===== config.mk =====
export PLATFORM = sky130hd
export DESIGN_NAME = dct_top
export DESIGN_NICKNAME = d
export VERILOG_FILES = /design/src/rtl/dct_top.v
export VERILOG_INCLUDE_DIRS = /design/src /design/src/rtl
export SDC_FILE = /design/constraint.sdc
export NUM_CORES = 1
export LEC_CHECK = 0
export ABC_AREA = 0
export ABC_CLOCK_PERIOD_IN_PS = 7500
export BUFFER_PORTS_ARGS = -buffer_cell sky130_fd_sc_hd__buf_2
export CORE_AREA = 2 2 294 296
export DETAILED_ROUTE_END_ITERATION = 7
export DIE_AREA = 0 0 296 298
export GPL_ROUTABILITY_DRIVEN = 0
export MAX_ROUTING_LAYER = met4
export PLACE_DENSITY = 0.58
export SYNTH_ARGS = -nofsm -noshare
export SYNTH_HDL_FRONTEND = slang
export SYNTH_SLANG_ARGS = --single-unit

===== constraint.sdc =====
create_clock -name clk -period 7.5 [get_ports clk]
set_clock_uncertainty 0.15 [all_clocks]
set_input_delay 1.5 -clock clk [delete_from_list [all_inputs] [get_ports clk]]
set_output_delay 1.5 -clock clk [all_outputs]
set_load 0.01 [all_outputs]

===== src/rtl/dct_regs.vh =====
/*
 * Object indices, sub-indices, reset values and converter figures of the
 * drive calibration and test-signal objects.
 * Assumes inclusion by the block that owns the object dictionary slice.
 */
// Summary of operation
// - Nonzero calibration trigger starts offset adjustment
// - Phase offsets are 32 times converter counts
// - Master may write phase offsets directly
// - Reference offset signed, scaled by 32, applied
// - Analogue target read-only, -1023 to +1023
// - Motor currents read-only signed 16-bit
// - Small variant: bus flag 1 above 30V
// - Large variant: bus voltage 16-bit read-only
// - Current test: duration 25, amplitudes 100
// - Motion test: duration, velocity, ramp slope defaults
// - Signed move length limits test travel
// - Selection 6: velocity means path length
// - Writing 1 to start launches test
// - Test selection decoded 0 to 10
`ifndef DCT_REGS_VH
`define DCT_REGS_VH
// Object indices
`define DCT_IDX_CALIB 16'h2064
`define DCT_IDX_CURRENT 16'h2070
`define DCT_IDX_TARGET 16'h2071
`define DCT_IDX_BUSV 16'h2072
`define DCT_IDX_CTEST 16'h2090
`define DCT_IDX_MTEST 16'h2091
`define DCT_IDX_TEST 16'h20a0
// Sub-indices
`define DCT_SUB_0 8'h00
`define DCT_SUB_1 8'h01
`define DCT_SUB_2 8'h02
`define DCT_SUB_3 8'h03
`define DCT_SUB_4 8'h04
`define DCT_SUB_5 8'h05
`define DCT_SUB_6 8'h06
`define DCT_SUB_7 8'h07
`define DCT_SUB_8 8'h08
// Entry counts
`define DCT_CALIB_ENTRIES 32'h00000003
`define DCT_CURRENT_ENTRIES 32'h00000002
`define DCT_BUSV_ENTRIES 32'h00000002
`define DCT_CTEST_ENTRIES 32'h00000003
`define DCT_MTEST_ENTRIES 32'h00000004
`define DCT_TEST_ENTRIES 32'h00000002
// Reset values of the writable entries
`define DCT_RST_CTEST_DUR 8'h19
`define DCT_RST_CTEST_AMP 16'h0064
`define DCT_RST_MTEST_DUR 16'h01f4
`define DCT_RST_MTEST_VEL 32'h00002710
`define DCT_RST_MTEST_ACC 32'h000f4240
`define DCT_RST_MTEST_LEN 32'h0000c350
// Converter and calibration figures
`define DCT_CAL_SAMPLES 6'h20
`define DCT_TARGET_MAX 16'sh03ff
`define DCT_TARGET_MIN -16'sh03ff
`define DCT_BUS_30V_CODE 16'h001e
// Test selections
`define DCT_SEL_NORMAL 8'h00
`define DCT_SEL_MAX_VEL 8'h06
`define DCT_SEL_LAST 8'h0a
`define DCT_LAUNCH_CODE 8'h01
// Test progress codes
`define DCT_TST_IDLE 8'h00
`define DCT_TST_RUN 8'h01
`define DCT_TST_DONE 8'h02
`endif


===== src/rtl/dct_top.v =====
/*
 * Calibration, observation and test-signal objects of a servo drive.
 * A service-data engine presents one object access at a time on the
 * od_* port; converter samples, currents and bus voltage come from the
 * drive core as synchronous inputs, and the test generator in the core
 * follows the mode and parameters driven out here.
 */
`timescale 1ns/1ps
`include "dct_regs.vh"

module dct_top #(
    parameter LARGE_VARIANT = 0
) (
    input wire clk,
    input wire rst_n,
    input wire [15:0] od_index,
    input wire [7:0] od_sub,
    input wire od_wr,
    input wire od_rd,
    input wire [31:0] od_wdata,
    output reg [31:0] od_rdata,
    output reg od_ack,
    output reg od_err,
    input wire adc_valid,
    input wire [10:0] adc_u,
    input wire [10:0] adc_v,
    input wire [10:0] adc_w,
    input wire [10:0] adc_ref,
    input wire [15:0] cur_q,
    input wire [15:0] cur_d,
    input wire [15:0] cur_u,
    input wire [15:0] cur_v,
    input wire [15:0] cur_w,
    input wire [15:0] bus_voltage,
    input wire test_done,
    output reg calib_busy,
    output reg [15:0] phase_v_offset,
    output reg [15:0] phase_w_offset,
    output reg [15:0] target_value,
    output reg test_active,
    output reg [3:0] test_mode,
    output reg [7:0] ctest_duration,
    output reg [15:0] ctest_amp_q,
    output reg [15:0] ctest_amp_d,
    output reg [15:0] mtest_duration,
    output reg [31:0] mtest_velocity,
    output reg [31:0] mtest_accel,
    output reg [31:0] mtest_path_limit
);

    localparam ST_IDLE = 1'b0;
    localparam ST_ACC = 1'b1;
    // Stored entries
    reg [15:0] ref_offset, dead_band, mon_u, mon_v, mon_w;
    reg [31:0] travel_limit, vel_entry;
    reg [7:0] test_sel, test_status;
    reg [15:0] iq_val, id_val, iu_val, iv_val, iw_val, busv_val;
    reg busv_flag;
    // Calibration engine
    reg cal_state;
    reg [5:0] cal_count;
    reg [15:0] acc_u, acc_v, acc_w;
    // Access decode
    reg [31:0] next_rdata;
    reg next_err, ro_hit, rw_hit;
    wire [23:0] key;
    wire wr_ok;
    wire cal_go;
    wire launch;
    wire [16:0] ref_diff;
    wire [15:0] ref_scaled;
    wire [15:0] ref_clamped;

    // Sign-extend an 11-bit converter sample to 16 bits
    function [15:0] sx11;
        input [10:0] a;
        begin
            sx11 = {{5{a[10]}}, a};
        end
    endfunction

    // Sign-extend 16 to 32 bits for signed entries on reads
    function [31:0] sx16;
        input [15:0] a;
        begin
            sx16 = {{16{a[15]}}, a};
        end
    endfunction

    // Clamp a 12-bit signed value to the target range
    function [15:0] clamp;
        input [11:0] a;
        begin
            clamp = {{4{a[11]}}, a};
            if ($signed(clamp) > $signed(`DCT_TARGET_MAX))
                clamp = `DCT_TARGET_MAX;
            if ($signed(clamp) < $signed(`DCT_TARGET_MIN))
                clamp = `DCT_TARGET_MIN;
        end
    endfunction
    // Map a test selection to the mode code driven to the core
    function [3:0] sel_mode;
        input [7:0] s;
        begin
            sel_mode = (s > `DCT_SEL_LAST) ? 4'h0 : s[3:0];
        end
    endfunction

    assign key = {od_index, od_sub};
    // Decode the access: read data, and whether the entry is writable
    always @* begin
        next_rdata = 32'h00000000;
        next_err = 1'b0;
        ro_hit = 1'b0;
        rw_hit = 1'b0;
        // Read data; write-only entries leave it zero, unmapped ones abort
        case (key)
            {`DCT_IDX_CALIB, `DCT_SUB_0}: next_rdata = `DCT_CALIB_ENTRIES;
            {`DCT_IDX_CALIB, `DCT_SUB_1}, {`DCT_IDX_TEST, `DCT_SUB_2}: ;
            {`DCT_IDX_CALIB, `DCT_SUB_2}: next_rdata = sx16(phase_v_offset);
            {`DCT_IDX_CALIB, `DCT_SUB_3}: next_rdata = sx16(phase_w_offset);
            {`DCT_IDX_CALIB, `DCT_SUB_4}: next_rdata = sx16(ref_offset);
            {`DCT_IDX_CALIB, `DCT_SUB_5}: next_rdata = sx16(dead_band);
            {`DCT_IDX_CALIB, `DCT_SUB_6}: next_rdata = sx16(mon_u);
            {`DCT_IDX_CALIB, `DCT_SUB_7}: next_rdata = sx16(mon_v);
            {`DCT_IDX_CALIB, `DCT_SUB_8}: next_rdata = sx16(mon_w);
            {`DCT_IDX_CURRENT, `DCT_SUB_0}: next_rdata = `DCT_CURRENT_ENTRIES;
            {`DCT_IDX_CURRENT, `DCT_SUB_1}: next_rdata = sx16(iq_val);
            {`DCT_IDX_CURRENT, `DCT_SUB_2}: next_rdata = sx16(id_val);
            {`DCT_IDX_CURRENT, `DCT_SUB_3}: next_rdata = sx16(iu_val);
            {`DCT_IDX_CURRENT, `DCT_SUB_4}: next_rdata = sx16(iv_val);
            {`DCT_IDX_CURRENT, `DCT_SUB_5}: next_rdata = sx16(iw_val);
            {`DCT_IDX_TARGET, `DCT_SUB_0}: next_rdata = sx16(target_value);
            {`DCT_IDX_BUSV, `DCT_SUB_0}: next_rdata = `DCT_BUSV_ENTRIES;
            {`DCT_IDX_BUSV, `DCT_SUB_1}:
                next_rdata = {31'h00000000, busv_flag};
            {`DCT_IDX_BUSV, `DCT_SUB_2}: next_rdata = {16'h0000, busv_val};
            {`DCT_IDX_CTEST, `DCT_SUB_0}: next_rdata = `DCT_CTEST_ENTRIES;
            {`DCT_IDX_CTEST, `DCT_SUB_1}:
                next_rdata = {24'h000000, ctest_duration};
            {`DCT_IDX_CTEST, `DCT_SUB_2}: next_rdata = {16'h0000, ctest_amp_q};
            {`DCT_IDX_CTEST, `DCT_SUB_3}: next_rdata = {16'h0000, ctest_amp_d};
            {`DCT_IDX_MTEST, `DCT_SUB_0}: next_rdata = `DCT_MTEST_ENTRIES;
            {`DCT_IDX_MTEST, `DCT_SUB_1}:
                next_rdata = {16'h0000, mtest_duration};
            {`DCT_IDX_MTEST, `DCT_SUB_2}: next_rdata = vel_entry;
            {`DCT_IDX_MTEST, `DCT_SUB_3}: next_rdata = mtest_accel;
            {`DCT_IDX_MTEST, `DCT_SUB_4}: next_rdata = travel_limit;
            {`DCT_IDX_TEST, `DCT_SUB_0}: next_rdata = `DCT_TEST_ENTRIES;
            {`DCT_IDX_TEST, `DCT_SUB_1}: next_rdata = {24'h000000, test_sel};
            {`DCT_IDX_TEST, `DCT_SUB_3}:
                next_rdata = {24'h000000, test_status};
            default: next_err = 1'b1;
        endcase
        // Writable entries; every other mapped entry is read-only
        case (key)
            {`DCT_IDX_CALIB, `DCT_SUB_1}, {`DCT_IDX_CALIB, `DCT_SUB_2},
            {`DCT_IDX_CALIB, `DCT_SUB_3}, {`DCT_IDX_CALIB, `DCT_SUB_4},
            {`DCT_IDX_CALIB, `DCT_SUB_5}, {`DCT_IDX_CTEST, `DCT_SUB_1},
            {`DCT_IDX_CTEST, `DCT_SUB_2}, {`DCT_IDX_CTEST, `DCT_SUB_3},
            {`DCT_IDX_MTEST, `DCT_SUB_1}, {`DCT_IDX_MTEST, `DCT_SUB_2},
            {`DCT_IDX_MTEST, `DCT_SUB_3}, {`DCT_IDX_MTEST, `DCT_SUB_4},
            {`DCT_IDX_TEST, `DCT_SUB_1}, {`DCT_IDX_TEST, `DCT_SUB_2}:
                rw_hit = 1'b1;
            default: ro_hit = !next_err;
        endcase
        // Write-only entries abort reads; read-only entries abort writes
        if (od_wr && ro_hit)
            next_err = 1'b1;
        if (od_rd && (key == {`DCT_IDX_CALIB, `DCT_SUB_1} ||
                      key == {`DCT_IDX_TEST, `DCT_SUB_2}))
            next_err = 1'b1;
        if (od_wr && key == {`DCT_IDX_TEST, `DCT_SUB_1} &&
            od_wdata[7:0] > `DCT_SEL_LAST)
            next_err = 1'b1;
    end

    assign wr_ok = od_wr && rw_hit && !next_err;
    assign cal_go = wr_ok && key == {`DCT_IDX_CALIB, `DCT_SUB_1} &&
                    od_wdata[7:0] != 8'h00;
    assign launch = wr_ok && key == {`DCT_IDX_TEST, `DCT_SUB_2} &&
                    od_wdata[7:0] == `DCT_LAUNCH_CODE;

    // Access answer, one cycle after the request
    always @(posedge clk) begin
        if (!rst_n) begin
            od_ack <= 1'b0;
            od_err <= 1'b0;
            od_rdata <= 32'h00000000;
        end else begin
            od_ack <= od_wr | od_rd;
            od_err <= (od_wr | od_rd) & next_err;
            od_rdata <= (od_rd && !next_err) ? next_rdata : 32'h00000000;
        end
    end

    // Writable configuration entries
    always @(posedge clk) begin
        if (!rst_n) begin
            ref_offset <= 16'h0000;
            dead_band <= 16'h0000;
            ctest_duration <= `DCT_RST_CTEST_DUR;
            ctest_amp_q <= `DCT_RST_CTEST_AMP;
            ctest_amp_d <= `DCT_RST_CTEST_AMP;
            mtest_duration <= `DCT_RST_MTEST_DUR;
            vel_entry <= `DCT_RST_MTEST_VEL;
            mtest_accel <= `DCT_RST_MTEST_ACC;
            travel_limit <= `DCT_RST_MTEST_LEN;
            test_sel <= `DCT_SEL_NORMAL;
        end else if (wr_ok) begin
            case (key)
                {`DCT_IDX_CALIB, `DCT_SUB_4}: ref_offset <= od_wdata[15:0];
                {`DCT_IDX_CALIB, `DCT_SUB_5}: dead_band <= od_wdata[15:0];
                {`DCT_IDX_CTEST, `DCT_SUB_1}: ctest_duration <= od_wdata[7:0];
                {`DCT_IDX_CTEST, `DCT_SUB_2}: ctest_amp_q <= od_wdata[15:0];
                {`DCT_IDX_CTEST, `DCT_SUB_3}: ctest_amp_d <= od_wdata[15:0];
                {`DCT_IDX_MTEST, `DCT_SUB_1}: mtest_duration <= od_wdata[15:0];
                {`DCT_IDX_MTEST, `DCT_SUB_2}: vel_entry <= od_wdata;
                {`DCT_IDX_MTEST, `DCT_SUB_3}: mtest_accel <= od_wdata;
                {`DCT_IDX_MTEST, `DCT_SUB_4}: travel_limit <= od_wdata;
                {`DCT_IDX_TEST, `DCT_SUB_1}: test_sel <= od_wdata[7:0];
                default: ;
            endcase
        end
    end

    // Offset calibration: the sum of 32 samples is the mean times 32
    // master calibrates only when the drive is switched on
    always @(posedge clk) begin
        if (!rst_n) begin
            cal_state <= ST_IDLE;
            cal_count <= 6'h00;
            calib_busy <= 1'b0;
            // Sums are cleared at each trigger, so no reset is needed
            phase_v_offset <= 16'h0000;
            phase_w_offset <= 16'h0000;
            mon_u <= 16'h0000;
            mon_v <= 16'h0000;
            mon_w <= 16'h0000;
        end else begin
            case (cal_state)
                ST_IDLE: begin
                    if (wr_ok && key == {`DCT_IDX_CALIB, `DCT_SUB_2})
                        phase_v_offset <= od_wdata[15:0];
                    if (wr_ok && key == {`DCT_IDX_CALIB, `DCT_SUB_3})
                        phase_w_offset <= od_wdata[15:0];
                    if (cal_go) begin
                        cal_state <= ST_ACC;
                        calib_busy <= 1'b1;
                        cal_count <= 6'h00;
                        acc_u <= 16'h0000;
                        acc_v <= 16'h0000;
                        acc_w <= 16'h0000;
                    end
                end
                ST_ACC: begin
                    if (adc_valid) begin
                        acc_u <= acc_u + sx11(adc_u);
                        acc_v <= acc_v + sx11(adc_v);
                        acc_w <= acc_w + sx11(adc_w);
                        cal_count <= cal_count + 6'h01;
                    end
                    if (cal_count == `DCT_CAL_SAMPLES) begin
                        cal_state <= ST_IDLE;
                        calib_busy <= 1'b0;
                        phase_v_offset <= acc_v;
                        phase_w_offset <= acc_w;
                        mon_u <= acc_u;
                        mon_v <= acc_v;
                        mon_w <= acc_w;
                    end
                end
                default: cal_state <= ST_IDLE;
            endcase
        end
    end

    assign ref_scaled = {adc_ref, 5'h00};
    assign ref_diff = {ref_scaled[15], ref_scaled} -
                      {ref_offset[15], ref_offset};
    assign ref_clamped = clamp(ref_diff[16:5]);

    // Target value, measurements and bus voltage sampling
    always @(posedge clk) begin
        if (!rst_n) begin
            target_value <= 16'h0000;
            iq_val <= 16'h0000;
            id_val <= 16'h0000;
            iu_val <= 16'h0000;
            iv_val <= 16'h0000;
            iw_val <= 16'h0000;
            busv_val <= 16'h0000;
            busv_flag <= 1'b0;
        end else begin
            if (adc_valid) begin
                if (!dead_band[15] &&
                    ($signed(ref_clamped) <= $signed(dead_band)) &&
                    ($signed(ref_clamped) >= -$signed(dead_band))) begin
                    target_value <= 16'h0000;
                end else begin
                    target_value <= ref_clamped;
                end
            end
            iq_val <= cur_q;
            id_val <= cur_d;
            iu_val <= cur_u;
            iv_val <= cur_v;
            iw_val <= cur_w;
            busv_flag <= (LARGE_VARIANT == 0) &&
                         (bus_voltage > `DCT_BUS_30V_CODE);
            busv_val <= (LARGE_VARIANT != 0) ? bus_voltage : 16'h0000;
        end
    end

    // Test launch, progress and mode driven to the core
    always @(posedge clk) begin
        if (!rst_n) begin
            test_active <= 1'b0;
            test_mode <= 4'h0;
            test_status <= `DCT_TST_IDLE;
        end else if (launch) begin
            test_mode <= sel_mode(test_sel);
            test_active <= test_sel != `DCT_SEL_NORMAL;
            test_status <= (test_sel != `DCT_SEL_NORMAL) ?
                           `DCT_TST_RUN : `DCT_TST_IDLE;
        end else if (test_active && test_done) begin
            test_active <= 1'b0;
            test_mode <= 4'h0;
            test_status <= `DCT_TST_DONE;
        end
    end

    always @(posedge clk) begin
        if (!rst_n) begin
            mtest_velocity <= `DCT_RST_MTEST_VEL;
            mtest_path_limit <= `DCT_RST_MTEST_LEN;
        end else if (test_sel == `DCT_SEL_MAX_VEL) begin
            mtest_velocity <= 32'h00000000;
            mtest_path_limit <= vel_entry;
        end else begin
            mtest_velocity <= vel_entry;
            mtest_path_limit <= travel_limit;
        end
    end

endmodule


### Yosys cells after proc, flatten, opt, wreduce, memory -nomap -nowiden

Index checks and enable logic that the tools add are counted.

| cells by class | value |
|---|---|
| add/sub/neg operators | 6 |
| $mul | 0 |
| div/mod/pow operators | 0 |
| $lt $le $gt $ge | 7 |
| equal/unequal tests | 40 |
| shifts and indexed selects | 0 |
| multiplexer cells | 42 |
| bitwise gates (word level) | 4 |
| reductions and logical operators | 44 |

Operators with widths:

| operator | number |
|---|---|
| $pmux W32 S26 | 1 |
| $eq A24 B22 Y1 const B | 32 |
| $mux W16 | 11 |
| $pmux W16 S2 | 5 |
| $add A16 B16 Y16 | 3 |
| $mux W32 | 1 |
| $reduce_and A2 Y1 | 16 |
| $reduce_or A32 Y1 | 1 |
| $sub A16 B16 Y17 | 1 |
| $ge A16 B16 Y1 | 1 |
| $gt A16 B5 Y1 const B | 1 |
| $gt A8 B4 Y1 const B | 2 |
| $le A16 B16 Y1 | 1 |
| $logic_and A1 B1 Y1 | 16 |
| $lt A16 B11 Y1 const B | 1 |
| $mux W8 | 2 |
| $neg A16 Y16 | 1 |
| $reduce_bool A8 Y1 | 2 |
| $mux W14 | 1 |
| $reduce_or A14 Y1 | 1 |
| $mux W1 | 13 |
| $gt A12 B11 Y1 const B | 1 |
| $mux W4 | 3 |
| $mux W6 | 2 |
| other kinds (17) | 24 |

| word-level totals | value |
|---|---|
| register bits | 536 |
| bits in latches | 0 |
| RAM bits | 0 |
| ROM bits | 0 |
| output and inout bits | 240 |
| memories | 0 |

### Depth between registers and ports, before layout

Gate-level depths: netlist of run 1.

| logic depth | value |
|---|---|
| word-level depth | 13 |
| depth in mapped cells | 26 |

### Least setup slack after synthesis of run 1

Ideal clock, no wire load.

| timing path | value |
|---|---|
| path kind | input-to-reg |
| from | input adc_ref[0] |
| to | register target_value[6] |
| library setup time | 117 ps |
| arrival time | 6,814 ps |
| path slack | 419 ps |
| stages on the path | 23 |
| cells stage by stage | ha_1 nor3b_1 a21oi_1 o32ai_1 o31ai_1 a21oi_1 mux2_2 nor2_1 a41o_1 ha_1 clkbuf_1 clkbuf_1 nor2_1 ha_1 nand2_1 nor4_1 nand4_1 or3_1 a211oi_1 a211oi_1 a21bo_2 clkbuf_1 a32o_1 |

| on the way | value |
|---|---|
| longest elaborated chain between the ends | 9 |

RTL lines:

| what | RTL line | source |
|---|---|---|
| start, declared | dct_top.v:28 | `input wire [10:0] adc_ref,` |
| $sub A16 B16 Y17 (*) | dct_top.v:279 | `assign ref_diff = {ref_scaled[15], ref_scaled} -` |
| $gt A12 B11 Y1 | dct_top.v:95 | `` if ($signed(clamp) > $signed(`DCT_TARGET_MAX)) `` |
| $mux W16 (*) | dct_top.v:95 |  |
| $lt A16 B11 Y1 | dct_top.v:97 | `` if ($signed(clamp) < $signed(`DCT_TARGET_MIN)) `` |
| $mux W16 (*) | dct_top.v:97 |  |
| $le A16 B16 Y1 | dct_top.v:297 | `($signed(ref_clamped) <= $signed(dead_band)) &&` |
| $logic_and A1 B1 Y1 | dct_top.v:296 | `if (!dead_band[15] &&` |
| $logic_and A1 B1 Y1 | dct_top.v:297 |  |
| $mux W16 (*) | dct_top.v:296 |  |
| end signal, assigned | dct_top.v:301 | `target_value <= ref_clamped;` |
| end, declared | dct_top.v:39 | `output reg [15:0] target_value,` |

Mark *: on every way between the ends. The rest lies on a longest branch, timed or not.
A chain may end at the register's enable or synchronous reset.

### Worst setup path in the final report of run 1

| timing path | value |
|---|---|
| from | input adc_ref[1] |
| to | register target_value[5] |

Same word-level chain as after synthesis.

==> flow_metrics.py, run 1 <==
metrics = {
    "floorplanning": {
        "die_w_um": 296,
        "coreArea_um2": 84900,
        "num_rows": 107,
        "ios": 442,
        "start_util": 0.289,
        "die_h_um": 298,
        "die_area_um2": 88200,
    },
    "setup_path": {
        "worstRegToRegCells": 23,
        "worstSetupPathType": "in -> reg",
        "end_kind": "register",
        "worstPathArrival_ns": 7.12,
        "worst_ep_required_time_ns": 7.87,
        "crit_fanout": 16,
        "start_kind": "input pin",
    },
    "power": {
        "p_switching_mw": 1.61,
        "pwr-share-seq": 0.446,
        "ir_drop_v": 0.000192,
        "p_comb_frac": 0.074,
        "clkPwrFrac": 0.479,
        "swShare": 0.249,
        "p_int_mw": 4.85,
        "p_leak_nw": 12.1,
        "power_density_nw_per_um2": 215,
        "finalPower_mw": 6.46,
    },
    "clock_tree": {
        "cts_tree": "built",
        "clock_path_buffers": 3,
        "numCtsBuffers": 59,
        "ctsResizeCount": 0,
        "clk-insertion-delay-late_ns": 0.66,
        "cts_root_buf": "clkbuf_16",
        "cts_setup_buffers": 0,
        "cts_hold_repair.buffers": 0,
        "h-tree-depth": 2,
        "cts_sinks": 525,
        "cts.clk_slew.worst_paths_ns": 0.06,
    },
    "routing": {
        "drc": 0,
        "drtIter0Drc": 2791,
        "antenna_left": 0,
        "drt-vias-per-instance": 5.24,
        "wl_per_cell_um": 25.0,
        "first_pass_iters": 7,
        "num_vias": 22606,
        "wl_um": 108000,
    },
    "final_layout": {
        "final_area_um2": 30000,
        "area_delta_synth_final_pct": 22.6,
        "fill_cells": 8886,
        "nets": 3402,
        "fin_util": 0.354,
        "layout_commonest_cell": "nand2_1",
        "layout-drive-gt1-share": 0.204,
        "layout_common_cells": "nand2_1, dfxtp_1, buf_2, a21boi_0, nor2_1",
    },
    "grt": {
        "grt_usage": 0.242,
        "grt_pass1_vias": 21375,
        "grt_remaining_overflow": 0,
        "antenna_found_initial": 22,
        "grt_pass1_wl_um": 152000,
        "grt_max_degree": 237,
    },
    "sta": {
        "period_share": 0.900,
        "fin_setup_tns_ns": 0,
        "worst_pin_slew_ns": 1.16,
        "finalWorstSetupSlack_ns": 0.748,
        "rsz0062_at_grt": "false",
        "setup_viol": 0,
        "max_slew_margin": 0.225,
        "slew_violations": 0,
        "hold_violations": 0,
        "fin_crit_ns": 6.75,
        "fmax_mhz": 148,
    },
    "synth": {
        "yosys_warnings": 0,
        "synth_cells": 2744,
        "ys_types": 78,
        "synth_area_um2": 24500,
        "ys_ff_latch": 525,
        "synthArstFlopShare": 0,
        "synth-seq-area-share": 0.449,
        "synth_edf_count": 48,
        "synth-main-ff-cell": "dfxtp_1",
        "syn_avg_cell_area_um2": 8.93,
        "synth_nets": 3038,
    },
    "place": {
        "dp_slack_ns": 0.258,
        "dpl-instance-area_um2": 27900,
        "dp_hpwl_um": 79700,
        "portBuffers": 441,
    },
    "worst_hold_path": {
        "hold_class": "reg -> reg",
        "min_path_cells": 2,
    },
    "job": {
        "cap_violations": 0,
    },
    "run_status": {
        "outcome": "complete, no violations",
    },
}
-- power by group through the flow --
| stage | combinational (mW) | sequential, mW | clock (mW) |
|---|---|---|---|
| floorplan | 0.294 | 2.93 | 0 |
| global placement | 0.468 | 2.95 | 0 |
| detailed placement | 0.472 | 2.95 | 0 |
| CTS | 0.475 | 2.88 | 3.14 |
| global route | 0.524 | 2.89 | 3.24 |
| finish | 0.481 | 2.88 | 3.10 |
-- cells by family after synthesis --
kind of cell | Yosys count | share of synthesized area
simple gates | 1116 | 0.218
compound gates | 625 | 0.191
flops | 525 | 0.449
buf+inv | 248 | 0.0401
mux | 93 | 0.0386
fa+ha+maj | 92 | 0.0479
xor+xnor | 45 | 0.0161
-- layout make-up --
class | count | area (µm²) | area share
sequential | 525 | 11000 | 0.366
clock buffer | 87 | 1780 | 0.0594
antenna | 13 | 32.5 | 0.00108
multi-input combinational | 1971 | 12600 | 0.420
tap | 1144 | 1430 | 0.0477
inverter | 59 | 221 | 0.00737
clock inverter | 25 | 320 | 0.0107
timing repair buffer | 492 | 2630 | 0.0874
-- path summary, 6_finish.rpt --
kind | start | end | slack, ns
hold / removal | mon_v[9]$_SDFFE_PN0P_ | mon_v[9]$_SDFFE_PN0P_ | 0.31
hold reg to reg | mon_v[9]$_SDFFE_PN0P_ | mon_v[9]$_SDFFE_PN0P_ | 0.31
setup reg to reg | ref_offset[6]$_SDFFE_PN0P_ | target_value[5]$_SDFFE_PN0P_ | 1.22
setup / recovery | adc_ref[1] | target_value[5]$_SDFFE_PN0P_ | 0.75
-- synth_stat cells, drive strengths merged, types with 12 or more instances --
| cell | count | area [µm²] |
|---|---|---|
| a21o | 23 | 173 |
| a32o | 12 | 120 |
| o211a | 32 | 320 |
| mux2i | 81 | 811 |
| xnor2 | 27 | 236 |
| buf | 21 | 131 |
| a222oi | 46 | 460 |
| ha | 89 | 1110 |
| and2 | 91 | 569 |
| nor2 | 121 | 462 |
| inv | 59 | 221 |
| xor2 | 18 | 158 |
| dfxtp | 477 | 9550 |
| a22o | 26 | 228 |
| a221oi | 23 | 201 |
| a21boi | 173 | 1300 |
| nand4 | 15 | 93.8 |
| nand2 | 523 | 1960 |
| nand2b | 18 | 113 |
| a21oi | 105 | 526 |
| clkbuf | 168 | 631 |
| a22oi | 43 | 323 |
| nor4 | 16 | 106 |
| nor2b | 103 | 644 |
| or3 | 13 | 81.3 |
| mux2 | 12 | 135 |
| and3 | 42 | 263 |
| o21ai | 38 | 190 |
| nor3 | 48 | 267 |
| a31oi | 24 | 150 |
| edfxtp | 48 | 1440 |
| nand3 | 80 | 400 |
-- stage by stage --
step	hold slack (ns)	cells
after floorplan	0.290	2744
after global placement	0.302	4191
after detailed placement	0.307	4191
after CTS	0.315	4303
after global routing	0.328	4312
final	0.313	4316
-- critical path, cell delays in order --
cell	delay, ns
buf_2	0.10
ha_1	0.24
or3_1	0.38
a21oi_1	0.21
o32ai_1	0.13
buf_4	0.16
o31ai_1	0.37
nand2b_1	0.15
xor2_1	0.18
a2111oi_0	0.45
a41o_1	0.25
ha_1	0.23
buf_4	0.19
nor2_1	0.30
ha_1	0.22
nand4_1	0.11
nor4_1	0.36
nand4_1	0.22
or3_1	0.36
a211oi_1	0.30
a211oi_1	0.11
a21bo_2	0.31
a32o_1	0.28
-- state kept, by name, summed over array words and instances, names as in the netlist, 32 cells and up --
register,cells
od_rdata,32
mtest_accel,32
vel_entry,32
mtest_path_limit,32
travel_limit,32
mtest_velocity,32
-- routing by layer --
metal | part of all wire | global-route usage | vias up
met3 | 0.085 | 0.0436 | 212
met5 | 0 | - | -
met1 | 0.43 | 0.319 | 10848
met4 | 0.053 | 0.112 | 0
met2 | 0.44 | 0.359 | 1037
li1 | - | - | 10509
Power figures use the tool's default switching activity.
==> inputs of run 2 (changes only) <==
--- a/config.mk
+++ b/config.mk
@@ -7,14 +7,14 @@
 export NUM_CORES = 1
 export LEC_CHECK = 0
 export ABC_AREA = 0
-export ABC_CLOCK_PERIOD_IN_PS = 7500
+export ABC_CLOCK_PERIOD_IN_PS = 7600
 export BUFFER_PORTS_ARGS = -buffer_cell sky130_fd_sc_hd__buf_2
 export CORE_AREA = 2 2 294 296
 export DETAILED_ROUTE_END_ITERATION = 7
 export DIE_AREA = 0 0 296 298
 export GPL_ROUTABILITY_DRIVEN = 0
 export MAX_ROUTING_LAYER = met4
-export PLACE_DENSITY = 0.58
+export PLACE_DENSITY = 0.53
 export SYNTH_ARGS = -nofsm -noshare
 export SYNTH_HDL_FRONTEND = slang
 export SYNTH_SLANG_ARGS = --single-unit
==> constraint.sdc (replaced) <==
create_clock -name clk -period 7.6 [get_ports clk]
set_clock_uncertainty 0.15 [all_clocks]
set_input_delay 1.52 -clock clk [delete_from_list [all_inputs] [get_ports clk]]
set_output_delay 1.52 -clock clk [all_outputs]
set_load 0.01 [all_outputs]
==> run 2 against run 1 <==
Net effect: the run now ends with design-rule violations left; total power shrank 1.2%; core utilization hardly changed; wire length rose by 0.32%; sequential share of layout area about the same; via count shrank 0.54%; worst hold slack improved by 0.0023 ns; first-iteration DRC count down 6.7%; global-route usage grew 0.33 points.
==> flow_metrics.py, run 2 (synthesis results as in run 1) <==
metrics = {
    "run_status": {
        "outcome": "finished, violations left",
        "violations": "design-rule violations",
    },
    "clock_tree": {
        "cts_hold_repair.buffers": 0,
        "cts_tree": "built",
        "cts_root_buf": "clkbuf_16",
        "cts_setup_buffers": 0,
        "ctsResizeCount": 0,
        "h-tree-depth": 2,
        "cts_sinks": 525,
        "numCtsBuffers": 60,
        "cts.clk_slew.worst_paths_ns": 0.06,
        "clk-insertion-delay-late_ns": 0.65,
        "clock_path_buffers": 3,
    },
    "final_layout": {
        "multiInputGateArea_um2": 12600,
        "nets": 3401,
        "area_delta_synth_final_pct": 22.4,
        "layout-drive-gt1-share": 0.203,
        "fill_cells": 8905,
        "layout_commonest_cell": "nand2_1",
        "final-seq-area_um2": 11000,
        "layout_common_cells": "nand2_1, dfxtp_1, buf_2, a21boi_0, nor2_1",
    },
    "setup_path": {
        "worstRegToRegCells": 20,
        "worst_ep_required_time_ns": 7.97,
        "worstSetupPathType": "in -> reg",
        "rrSetupSlack_ns": 1.27,
        "crit_fanout": 10,
        "worstPathArrival_ns": 7.07,
        "reg2reg_from": "ref_offset[0]$_SDFFE_PN0P_",
        "timing.rr.end": "target_value[8]$_SDFFE_PN0P_",
        "end_kind": "register",
        "start_kind": "input pin",
    },
    "worst_hold_path": {
        "whs_endpoint": "mon_v[9]$_SDFFE_PN0P_",
        "hp-start": "mon_v[9]$_SDFFE_PN0P_",
        "hold_class": "reg -> reg",
        "min_path_cells": 2,
    },
    "grt": {
        "grt_max_degree": 197,
        "grt_remaining_overflow": 0,
        "antenna_found_initial": 13,
        "grt_pass1_wl_um": 154000,
        "grt_pass1_vias": 21449,
        "grt_usage": 0.246,
    },
    "floorplanning": {
        "die_area_um2": 88200,
        "die_h_um": 298,
        "coreArea_um2": 84900,
        "die_w_um": 296,
        "ios": 442,
        "num_rows": 107,
        "start_util": 0.289,
    },
    "power": {
        "swShare": 0.249,
        "p_comb_frac": 0.074,
        "pwr-share-seq": 0.446,
        "finalPower_mw": 6.39,
        "p_switching_mw": 1.59,
        "clkPwrFrac": 0.480,
        "power_density_nw_per_um2": 213,
        "p_leak_nw": 12.1,
        "ir_drop_v": 0.000188,
        "p_int_mw": 4.80,
    },
    "sta": {
        "max_slew_margin": 0.245,
        "fmax_mhz": 149,
        "setup_viol": 0,
        "fin_setup_tns_ns": 0,
        "hold_violations": 0,
        "fin_crit_ns": 6.70,
        "period_share": 0.882,
        "rsz0062_at_grt": "false",
        "slew_violations": 0,
        "worst_pin_slew_ns": 1.13,
    },
    "routing": {
        "drc": 1,
        "antenna_left": 0,
        "wl_um": 108000,
        "first_pass_iters": 8,
        "drt-vias-per-instance": 5.22,
        "wl_per_cell_um": 25.1,
        "drtIter0Drc": 2604,
        "num_vias": 22483,
    },
    "job": {
        "cap_violations": 0,
    },
    "place": {
        "portBuffers": 441,
        "dp_hpwl_um": 80000,
    },
}
[run 2: changes by cell type in the layout (fill, tap and decap cells not counted), sizes merged]
cell and delta:
clkbuf -5, clkinvlp +2, bufinv +1, inv +1, clkinv -2, diode -4, buf -2
[run 2: critical path: stages]
cell and delay (ns):
buf_2 0.10, ha_1 0.29, nor3b_1 0.31, a21oi_1 0.15, o32ai_1 0.33, buf_4 0.18, a41o_1 0.22, nand2_1 0.17
mux2_2 0.41, nor2_1 0.25, a41o_1 0.21, ha_1 0.23, nand2b_1 0.23, ha_1 0.34, nand4_1 0.15, nor4_1 0.45
nand4_1 0.19, or3_1 0.35, a211oi_1 0.30, a211oi_1 0.08, a21bo_2 0.31, a32o_1 0.29
[run 2: final cells by class]
| class | instances | share of cell area |
|---|---|---|
| sequential | 525 | 0.366 |
| multi-input combinational | 1971 | 0.421 |
| clock buffer | 82 | 0.0583 |
| antenna | 9 | 0.000751 |
| clock inverter | 27 | 0.0112 |
| tap | 1144 | 0.0477 |
| inverter | 59 | 0.00738 |
| timing repair buffer | 490 | 0.0874 |
[run 2: per-layer routing]
layer | wire (µm) | global-route usage | up-vias
met5 | 0 | - | -
met4 | 4600 | 0.0909 | 0
met3 | 8730 | 0.0452 | 200
met2 | 47700 | 0.370 | 970
met1 | 47000 | 0.327 | 10837
li1 | - | - | 10476
[run 2: worst max path at each step]
stage | start | end | cells after the start
detailed placement | adc_ref[0] | target_value[8]$_SDFFE_PN0P_ | 22
global placement | adc_ref[0] | target_value[5]$_SDFFE_PN0P_ | 23
floorplan | adc_ref[0] | target_value[6]$_SDFFE_PN0P_ | 23
finish | adc_ref[0] | target_value[8]$_SDFFE_PN0P_ | 22
CTS | adc_ref[0] | target_value[8]$_SDFFE_PN0P_ | 22
global route | adc_ref[0] | target_value[8]$_SDFFE_PN0P_ | 24
[run 2: through the flow]
step | hold slack, ns | instance area [µm²] | std cells | util | setup WS [ns]
6_report | 0.316 | 30000 | 4307 | 0.353 | 0.896
3_3_place_gp | 0.303 | 27900 | 4189 | 0.329 | 0.370
2_1_floorplan | 0.290 | 24500 | 2744 | - | 0.499
5_1_grt | 0.339 | 30000 | 4304 | 0.353 | 0.576
4_1_cts | 0.317 | 30000 | 4298 | 0.353 | 0.962
3_5_place_dp | 0.309 | 27900 | 4189 | 0.329 | 0.315
[run 2: power by group through the flow]
| stage | Clock [mW] | Combinational, mW | Sequential, mW |
|---|---|---|---|
| after CTS | 3.11 | 0.469 | 2.85 |
| after floorplan | 0 | 0.290 | 2.89 |
| after global placement | 0 | 0.464 | 2.91 |
| final | 3.07 | 0.472 | 2.85 |
| after detailed placement | 0 | 0.466 | 2.91 |
| after global routing | 3.23 | 0.522 | 2.85 |
